===== src/hdl/serial_status_register_pkg.sv =====
// Package for the two-wire slave receiver: register map, codes, types
package serial_status_register_pkg;

  // Register byte addresses (word aligned)
  localparam logic [3:0] SERIAL_STATUS_REGISTER_ADDR_OWN = 4'h0;
  localparam logic [3:0] SERIAL_STATUS_REGISTER_ADDR_CTRL = 4'h4;
  localparam logic [3:0] SERIAL_STATUS_REGISTER_ADDR_STAT = 4'h8;
  localparam logic [3:0] SERIAL_STATUS_REGISTER_ADDR_DATA = 4'hC;

  // Control register bit positions
  localparam int SERIAL_STATUS_REGISTER_CTL_INT = 7;
  localparam int SERIAL_STATUS_REGISTER_CTL_ACK = 6;
  localparam int SERIAL_STATUS_REGISTER_CTL_STA = 5;
  localparam int SERIAL_STATUS_REGISTER_CTL_STO = 4;
  localparam int SERIAL_STATUS_REGISTER_CTL_WC = 3;
  localparam int SERIAL_STATUS_REGISTER_CTL_EN = 2;
  localparam int SERIAL_STATUS_REGISTER_CTL_IE = 0;
  // Control bit 1 reserved, position reads zero
  localparam logic [7:0] SERIAL_STATUS_REGISTER_CTL_MASK = 8'hFD;

  // Reset values
  localparam logic [7:0] SERIAL_STATUS_REGISTER_OWN_RST = 8'h00;
  localparam logic [7:0] SERIAL_STATUS_REGISTER_CTL_RST = 8'h00;
  localparam logic [7:0] SERIAL_STATUS_REGISTER_IDLE_STAT = 8'hF8;

  // Status codes of slave reception
  localparam logic [7:0] SERIAL_STATUS_REGISTER_ST_SLA_ACK = 8'h60;
  localparam logic [7:0] SERIAL_STATUS_REGISTER_ST_ARB_SLA = 8'h68;
  localparam logic [7:0] SERIAL_STATUS_REGISTER_ST_GC_ACK = 8'h70;
  localparam logic [7:0] SERIAL_STATUS_REGISTER_ST_ARB_GC = 8'h78;
  localparam logic [7:0] SERIAL_STATUS_REGISTER_ST_DAT_ACK = 8'h80;
  localparam logic [7:0] SERIAL_STATUS_REGISTER_ST_DAT_NAK = 8'h88;
  localparam logic [7:0] SERIAL_STATUS_REGISTER_ST_GDAT_ACK = 8'h90;
  localparam logic [7:0] SERIAL_STATUS_REGISTER_ST_GDAT_NAK = 8'h98;
  localparam logic [7:0] SERIAL_STATUS_REGISTER_ST_STOP = 8'hA0;
  localparam logic [7:0] SERIAL_STATUS_REGISTER_ST_ST_SLA = 8'hA8;
  localparam logic [6:0] SERIAL_STATUS_REGISTER_GC_ADDR = 7'h00;

  // Bit counter terminal count, eight bits per byte
  localparam logic [3:0] SERIAL_STATUS_REGISTER_BITS_ADDR = 4'h8;

  // Link state machine, one-hot
  typedef enum logic [5:0] {
    SERIAL_STATUS_REGISTER_IDLE = 6'h01,
    SERIAL_STATUS_REGISTER_ADDR = 6'h02,
    SERIAL_STATUS_REGISTER_AACK = 6'h04,
    SERIAL_STATUS_REGISTER_DATA = 6'h08,
    SERIAL_STATUS_REGISTER_DACK = 6'h10,
    SERIAL_STATUS_REGISTER_HOLD = 6'h20
  } serial_status_register_state_type;

  // Wishbone request bundle
  typedef struct packed {
    logic cyc;
    logic stb;
    logic we;
    logic [3:0] adr;
    logic [3:0] sel;
    logic [31:0] dat;
  } serial_status_register_wb_req_type;

  // Complete module state
  typedef struct packed {
    serial_status_register_state_type st;
    logic [1:0] scl_s;
    logic [1:0] sda_s;
    logic scl_p;
    logic sda_p;
    logic [3:0] bitn;
    logic [7:0] shift;
    logic [7:0] own;
    logic [7:0] ctl;
    logic [7:0] stat;
    logic [7:0] data;
    logic gc;
    logic addressed;
    logic nak_sent;
    logic sda_low;
    logic ack;
    logic [31:0] rdat;
    logic woke;
  } serial_status_register_regs_type;

endpackage : serial_status_register_pkg


===== src/hdl/serial_status_register_slave_rx.sv =====
// Two-wire slave receiver with a Wishbone register port
// Notes on behaviour
// - Match seven address bits against own register
// - Own address bit zero enables general call
// - Acknowledge enable low leaves address unacknowledged
// - Write direction enters reception, read transmitter
// - Own address write acknowledged sets flag, status
// - Own address write acknowledged reports 0x60
// - After arbitration loss report 0x68 or 0x78
// - General call acknowledged reports 0x70
// - Data acknowledged under own address reports 0x80
// - Data refused under own address reports 0x88
// - Flag clear receives next byte, acks per enable
// - Clearing 0x88 returns to not-addressed slave
// - Acknowledge enable cleared: next data gets refused
// - Address recognition resumes when acknowledge reenabled
// - Deep sleep: recognise address on system clock, wake
// - After wake, hold clock low until flag cleared
// - Data register not trusted after sleep wake
`timescale 1ns/1ps
`default_nettype none

module serial_status_register_slave_rx
  import serial_status_register_pkg::*;
(
  // Clock and reset
  input wire logic clk_i,
  input wire logic rst_i,
  // Wishbone slave
  input wire logic cyc_i,
  input wire logic stb_i,
  input wire logic we_i,
  input wire logic [3:0] adr_i,
  input wire logic [3:0] sel_i,
  input wire logic [31:0] dat_i,
  output logic [31:0] dat_o,
  output logic ack_o,
  // Two-wire bus pins, enables low while driving low
  input wire logic scl_i,
  output logic scl_o,
  output logic scl_oe_n_o,
  input wire logic sda_i,
  output logic sda_o,
  output logic sda_oe_n_o,
  // System hooks
  input wire logic sleep_i,
  input wire logic arb_lost_i,
  output logic wake_o,
  output logic irq_flag_o,
  output logic transmit_mode_o
);

  serial_status_register_regs_type q, d;
  serial_status_register_wb_req_type req;
  logic scl_rise, scl_fall, start_c, stop_c, flag_set, wb_hit, wb_wr;
  logic clr_flag, ack_en, addr_hit, gc_hit;
  logic [7:0] ctl_w;

  // Bundle the bus request for decode
  assign req = '{cyc: cyc_i, stb: stb_i, we: we_i, adr: adr_i,
                 sel: sel_i, dat: dat_i};
  assign wb_hit = req.cyc && req.stb && !q.ack;
  assign wb_wr = wb_hit && req.we && req.sel[0];
  assign ctl_w = req.dat[7:0];

  // Edges seen only on the second synchroniser stage
  assign scl_rise = q.scl_s[1] && !q.scl_p;
  assign scl_fall = !q.scl_s[1] && q.scl_p;
  assign start_c = q.scl_s[1] && q.scl_p && q.sda_p && !q.sda_s[1];
  assign stop_c = q.scl_s[1] && q.scl_p && !q.sda_p && q.sda_s[1];

  // Writing one to the flag clears it
  assign clr_flag = wb_wr && req.adr == SERIAL_STATUS_REGISTER_ADDR_CTRL && ctl_w[SERIAL_STATUS_REGISTER_CTL_INT];
  assign ack_en = q.ctl[SERIAL_STATUS_REGISTER_CTL_ACK] && q.ctl[SERIAL_STATUS_REGISTER_CTL_EN];
  assign addr_hit = q.shift[7:1] == q.own[7:1];
  assign gc_hit = q.shift[7:1] == SERIAL_STATUS_REGISTER_GC_ADDR && q.own[0];

  // Next-state logic
  always_comb begin
    d = q;
    flag_set = 1'b0;
    d.scl_s = {q.scl_s[0], scl_i};
    d.sda_s = {q.sda_s[0], sda_i};
    d.scl_p = q.scl_s[1];
    d.sda_p = q.sda_s[1];
    d.ack = wb_hit;
    if (wb_hit && !req.we) begin
      case (req.adr)
        SERIAL_STATUS_REGISTER_ADDR_OWN: d.rdat = {24'h000000, q.own};
        SERIAL_STATUS_REGISTER_ADDR_CTRL: d.rdat = {24'h000000, q.ctl & SERIAL_STATUS_REGISTER_CTL_MASK};
        SERIAL_STATUS_REGISTER_ADDR_STAT: d.rdat = {24'h000000, q.stat};
        SERIAL_STATUS_REGISTER_ADDR_DATA: d.rdat = {24'h000000, q.data};
        default: d.rdat = 32'h00000000;
      endcase
    end
    if (wb_wr) begin
      case (req.adr)
        SERIAL_STATUS_REGISTER_ADDR_OWN: d.own = ctl_w;
        SERIAL_STATUS_REGISTER_ADDR_CTRL: begin
          d.ctl[6:0] = ctl_w[6:0] & SERIAL_STATUS_REGISTER_CTL_MASK[6:0];
          d.ctl[SERIAL_STATUS_REGISTER_CTL_WC] = q.ctl[SERIAL_STATUS_REGISTER_CTL_WC];
        end
        SERIAL_STATUS_REGISTER_ADDR_DATA: begin
          // Write while busy on the bus is a collision
          if (!q.ctl[SERIAL_STATUS_REGISTER_CTL_INT])
            d.ctl[SERIAL_STATUS_REGISTER_CTL_WC] = 1'b1;
          else
            d.data = ctl_w;
        end
        default: ;
      endcase
    end
    if (clr_flag) begin
      d.ctl[SERIAL_STATUS_REGISTER_CTL_INT] = 1'b0;
      d.ctl[SERIAL_STATUS_REGISTER_CTL_WC] = 1'b0;
    end
    // Link state machine
    case (q.st)
      SERIAL_STATUS_REGISTER_IDLE: begin
        d.sda_low = 1'b0;
        if (start_c && q.ctl[SERIAL_STATUS_REGISTER_CTL_EN]) begin
          d.st = SERIAL_STATUS_REGISTER_ADDR;
          d.bitn = 4'h0;
        end
      end
      SERIAL_STATUS_REGISTER_ADDR, SERIAL_STATUS_REGISTER_DATA: begin
        if (scl_rise) begin
          d.shift = {q.shift[6:0], q.sda_s[1]};
          d.bitn = q.bitn + 4'h1;
        end
        if (scl_fall && q.bitn == SERIAL_STATUS_REGISTER_BITS_ADDR) begin
          d.bitn = 4'h0;
          if (q.st == SERIAL_STATUS_REGISTER_ADDR) begin
            if (ack_en && (addr_hit || gc_hit)) begin
              d.st = SERIAL_STATUS_REGISTER_AACK;
              d.sda_low = 1'b1;
              d.gc = !addr_hit;
            end else begin
              d.st = SERIAL_STATUS_REGISTER_IDLE;
            end
          end else begin
            d.st = SERIAL_STATUS_REGISTER_DACK;
            d.data = q.shift;
            d.sda_low = q.addressed && ack_en;
            d.nak_sent = !(q.addressed && ack_en);
          end
        end
      end
      SERIAL_STATUS_REGISTER_AACK, SERIAL_STATUS_REGISTER_DACK: begin
        if (scl_fall) begin
          d.sda_low = 1'b0;
          d.st = SERIAL_STATUS_REGISTER_HOLD;
          flag_set = 1'b1;
          if (q.st == SERIAL_STATUS_REGISTER_AACK) begin
            d.addressed = !q.shift[0];
            if (q.shift[0])
              d.stat = SERIAL_STATUS_REGISTER_ST_ST_SLA;
            else if (arb_lost_i)
              d.stat = q.gc ? SERIAL_STATUS_REGISTER_ST_ARB_GC : SERIAL_STATUS_REGISTER_ST_ARB_SLA;
            else if (q.gc)
              d.stat = SERIAL_STATUS_REGISTER_ST_GC_ACK;
            else
              d.stat = SERIAL_STATUS_REGISTER_ST_SLA_ACK;
          end else if (q.nak_sent) begin
            d.stat = q.gc ? SERIAL_STATUS_REGISTER_ST_GDAT_NAK : SERIAL_STATUS_REGISTER_ST_DAT_NAK;
          end else begin
            d.stat = q.gc ? SERIAL_STATUS_REGISTER_ST_GDAT_ACK : SERIAL_STATUS_REGISTER_ST_DAT_ACK;
          end
        end
      end
      SERIAL_STATUS_REGISTER_HOLD: begin
        if (!q.ctl[SERIAL_STATUS_REGISTER_CTL_INT] && !flag_set) begin
          d.woke = 1'b0;
          // refused byte ends the addressed phase
          if (q.nak_sent || !q.addressed) begin
            d.st = SERIAL_STATUS_REGISTER_IDLE;
            d.addressed = 1'b0;
            d.nak_sent = 1'b0;
            d.stat = SERIAL_STATUS_REGISTER_IDLE_STAT;
          end else begin
            d.st = SERIAL_STATUS_REGISTER_DATA;
            d.bitn = 4'h0;
          end
        end
      end
      default: d.st = SERIAL_STATUS_REGISTER_IDLE;
    endcase
    // Stop or repeated start while addressed
    // A stop or start follows the first clock rise of a byte, which
    // has already stepped the bit counter to one
    if ((stop_c || start_c) && q.addressed && q.st == SERIAL_STATUS_REGISTER_DATA
        && q.bitn == 4'h1) begin
      d.st = start_c ? SERIAL_STATUS_REGISTER_ADDR : SERIAL_STATUS_REGISTER_IDLE;
      d.bitn = 4'h0;
      d.stat = SERIAL_STATUS_REGISTER_ST_STOP;
      d.addressed = 1'b0;
      flag_set = 1'b1;
    end
    // in sleep any flag set raises a wake request
    if (flag_set && sleep_i)
      d.woke = 1'b1;
    // Set wins over a same-cycle software clear
    if (flag_set)
      d.ctl[SERIAL_STATUS_REGISTER_CTL_INT] = 1'b1;
  end

  // State register
  always_ff @(posedge clk_i) begin
    if (rst_i) begin
      q <= '0;
      q.st <= SERIAL_STATUS_REGISTER_IDLE;
      q.scl_s <= 2'b11;
      q.sda_s <= 2'b11;
      q.scl_p <= 1'b1;
      q.sda_p <= 1'b1;
      q.own <= SERIAL_STATUS_REGISTER_OWN_RST;
      q.ctl <= SERIAL_STATUS_REGISTER_CTL_RST;
      q.stat <= SERIAL_STATUS_REGISTER_IDLE_STAT;
    end else begin
      q <= d;
    end
  end

  // Pin drive; open drain, only ever pull low
  assign scl_o = 1'b0;
  assign sda_o = 1'b0;
  // hold also covers wake from sleep
  assign scl_oe_n_o = !(q.st == SERIAL_STATUS_REGISTER_HOLD && q.ctl[SERIAL_STATUS_REGISTER_CTL_INT]);
  assign sda_oe_n_o = !q.sda_low;
  // data register left unchanged on wake
  assign wake_o = q.woke;
  assign irq_flag_o = q.ctl[SERIAL_STATUS_REGISTER_CTL_INT] && q.ctl[SERIAL_STATUS_REGISTER_CTL_IE];
  assign transmit_mode_o = q.stat == SERIAL_STATUS_REGISTER_ST_ST_SLA;
  assign dat_o = q.rdat;
  assign ack_o = q.ack;
endmodule // serial_status_register_slave_rx

`default_nettype wire


===== config.mk =====
export PLATFORM = sky130hd
export DESIGN_NAME = serial_status_register_slave_rx
export DESIGN_NICKNAME = d
export VERILOG_FILES = /design/src/hdl/serial_status_register_pkg.sv /design/src/hdl/serial_status_register_slave_rx.sv
export SDC_FILE = /design/constraint.sdc
export NUM_CORES = 1
export LEC_CHECK = 0
export BUFFER_PORTS_ARGS = -buffer_cell sky130_fd_sc_hd__buf_2
export CAP_MARGIN = 20
export CORE_MARGIN = 10
export CORE_UTILIZATION = 45
export CTS_CLUSTER_DIAMETER = 200
export DETAILED_ROUTE_END_ITERATION = 7
export PLACE_DENSITY = 0.77
export SLEW_MARGIN = 20
export SYNTH_ARGS = -nofsm -noshare
export SYNTH_HDL_FRONTEND = slang
export SYNTH_SLANG_ARGS = --single-unit

===== constraint.sdc =====
create_clock -name clk_i -period 2.4 [get_ports clk_i]
set_input_delay 0.24 -clock clk_i [delete_from_list [all_inputs] [get_ports clk_i]]
set_output_delay 0.24 -clock clk_i [all_outputs]
set_load 0.005 [all_outputs]

==> results.txt <==
Placed wire-length estimate -> 6.24 mm
Full die area -> 11,500 µm²
Flops & latches, synth -> 66
Synth Area in Compound Gates -> 14.3%
Setup TNS -> 0 ns
EDFF count, synth -> 0
Warnings, synthesis -> 0
Final hold vios -> 0
Multiplexer share of the synthesized area -> 10.6%
Worst-Skew Late Latency -> 0.35 ns
Cell Area, Synth -> 3420 µm²
RSZ-0062 raised after global routing -> no
Initial antenna violation count -> 1
Simple-gate portion of the synthesized area -> 21.7%
Rows -> 31
Total GRT Usage -> 14.8%
Pleak -> 0.00158 µW
Final Net Count -> 467
First-pass GRT wire length -> 14.0 mm
Worst slew pin tran -> 0.532 ns
Area Overhead vs Synth -> 9.80%
Final non-filler cell total -> 519
Post-route ant nets -> 0
Final period demand of the worst path -> 2.21 ns
Core Region -> 7330 µm²
Root Buffer -> clkbuf_8
Slew Limit Fails -> 0
Setup violations, final -> 0
Main combinational cell family by area after synthesis -> simple AND/OR/NAND/NOR gates
Power per cell area -> 653 nW/µm²
Seq/Total Area, Yosys -> 38.6%
Layout cell share with drive strength beyond 1 -> 19.5%
WP data required -> 2.61 ns
Crit path DAT -> 2.42 ns
Most frequent cells in the layout -> dfxtp_1, nor2_1, buf_2, nand2_1, conb_1
Num CTS Buffers -> 9
Pwr Total -> 2450 µW
Avg WL per Cell -> 16.5 µm
Max Clk Rate -> 0.452 GHz
WL final -> 8.56 mm
Kind of end point of the critical path -> flip-flop
Drt first-iter violations -> 274
Startpoint types -> flip-flop
R2R setup slack -> 0.19 ns
Clk sinks -> 66
Pre-antenna DRT Iters -> 4
Syn_area_per_cell -> 8.84 µm²
TritonCTS clock tree -> yes
Ports -> 89
Post-Synth XOR/XNOR Area -> 2.56%
Most common cell after layout, fill and taps aside -> dfxtp_1
Status -> completed
Final worst path period share -> 92.2%
Crit path max fanout -> 7
CTS resizes -> 0
# H-tree levels -> 3
DP Cell Count -> 503
Largest net degree at the start of global routing -> 43
Mapped Cells -> 387
MaxCap Viol Count -> 0
Global route total overflow -> 0
Initial core utilization -> 46.7%
Hold buffer count at CTS -> 0
Vias -> 2,911
Post-CTS Setup Repair Bufs -> 0
Ys async rst share -> 0%
Adder-cell share of the synthesized area -> 1.10%
Dpl ws -> 0.211 ns
Vias in the first global route -> 2,805
Hold Path Class -> in -> reg
CTS max path bufs -> 2
Routed vias/inst -> 5.61
Number of port buffers -> 35
Post-route setup slack -> 0.188 ns
Clock Pin Slew Worst Setup and Hold Paths -> 0.07 ns
Drt drc -> 0
Main synth FF type -> dfxtp_1
Clock Skews -> 0.0117 ns
Peak VDD IR -> 0.312 mV
Core Util, Final -> 51.2%
Placer Congestion -> 0.916
Max-slew headroom -> 64.2%
Die width -> 107 µm
Chip Height -> 107 µm
Distinct cells, synth -> 56
ANT cells -> 0
Kind of critical path -> reg -> reg
## cells in the mapped netlist (2+ instances only)
library cell / count / area (µm²)
a31oi_1: 2 / 12.5
nor3_1: 11 / 55.1
mux4_2: 5 / 113
a311oi_1: 3 / 26.3
nand3_1: 19 / 95.1
xnor2_1: 7 / 61.3
o41ai_1: 2 / 17.5
or3_1: 3 / 18.8
nand2b_1: 3 / 18.8
a21oi_1: 17 / 85.1
nand3b_1: 4 / 30.0
nand4_1: 6 / 37.5
and3b_1: 2 / 17.5
and3_1: 3 / 18.8
a211oi_1: 10 / 75.1
and2_1: 3 / 18.8
ha_1: 3 / 37.5
a41oi_1: 3 / 26.3
o21ai_0: 9 / 45.0
o311ai_0: 2 / 17.5
nor2_1: 41 / 154
buf_4: 34 / 255
buf_2: 2 / 10.0
or2_2: 8 / 50.1
o31ai_1: 2 / 15.0
nor2b_1: 2 / 12.5
xor2_1: 3 / 26.3
dfxtp_1: 66 / 1320
clkbuf_1: 16 / 60.1
o21a_1: 2 / 15.0
mux2i_1: 25 / 250
a22oi_1: 8 / 60.1
nor4_1: 6 / 37.5
nand2_1: 26 / 97.6
inv_1: 8 / 30.0
## registers in the layout, summed over array words and instances (netlist names)
signal / cells
d: 4
q: 52
dat_o: 8
ack_o: 1
wake_o: 1
## metrics by stage
| step | hold WS, ns | cell area [µm²] |
|---|---|---|
| final | 0.0694 | 3760 |
| after global routing | 0.0646 | 3760 |
| after CTS | 0.0575 | 3760 |
| after detailed placement | 0.400 | 3560 |
| after global placement | 0.394 | 3560 |
| after floorplan | 0.344 | 3510 |
## worst paths after layout
check             startpoint     to  cells past startpoint
hold / removal         sda_i  d[85]                      2
hold reg to reg        d[87]  d[83]                      1
setup reg to reg       q[91]  q[81]                      5
setup / recovery       q[91]  q[81]                      5
## power breakdown
part	total [µW]	switching [µW]	internal [µW]
Sequential	1160	36.9	1120
Combinational	371	224	147
Clock	923	446	477
Total	2450	706	1750
## layer usage
layer / wire length, µm / share of wire [%] / up-vias / global-route usage (%)
met2: 4120 / 48 / 110 / 24.3
met5: 7 / 0.082 / - / 0
li1: - / - / 1395 / -
met3: 689 / 8.0 / 10 / 4.19
met1: 3650 / 43 / 1394 / 17.7
met4: 91 / 1.1 / 2 / 6.09
## logic make-up (layout without fill, tap and decap cells)
kind of cell / Yosys count / after routing
adders and majority gates: 3 / 3
other: 1 / 26
muxes: 30 / 30
and+or+nand+nor: 145 / 145
xor gates and xnor gates: 10 / 10
AOI/OAI and AO/OA: 69 / 69
buffers and inverters: 63 / 71
DFF: 66 / 66
## layout make-up
class / instances / area (µm²)
multi-input combinational: 283 / 1820
clock buffer: 9 / 124
sequential: 66 / 1320
inverter: 9 / 36.3
tap: 99 / 124
fill: 683 / 3570
timing repair buffer: 46 / 258
clock inverter: 7 / 70.1
## critical path: stages (launching register included)
cell and delay (ns):
dfxtp_1 0.39, or4_4 0.56, or3_1 0.40, o211a_1 0.18
nor3_1 0.38, a311oi_1 0.16
Power figures use the tool's default switching activity.
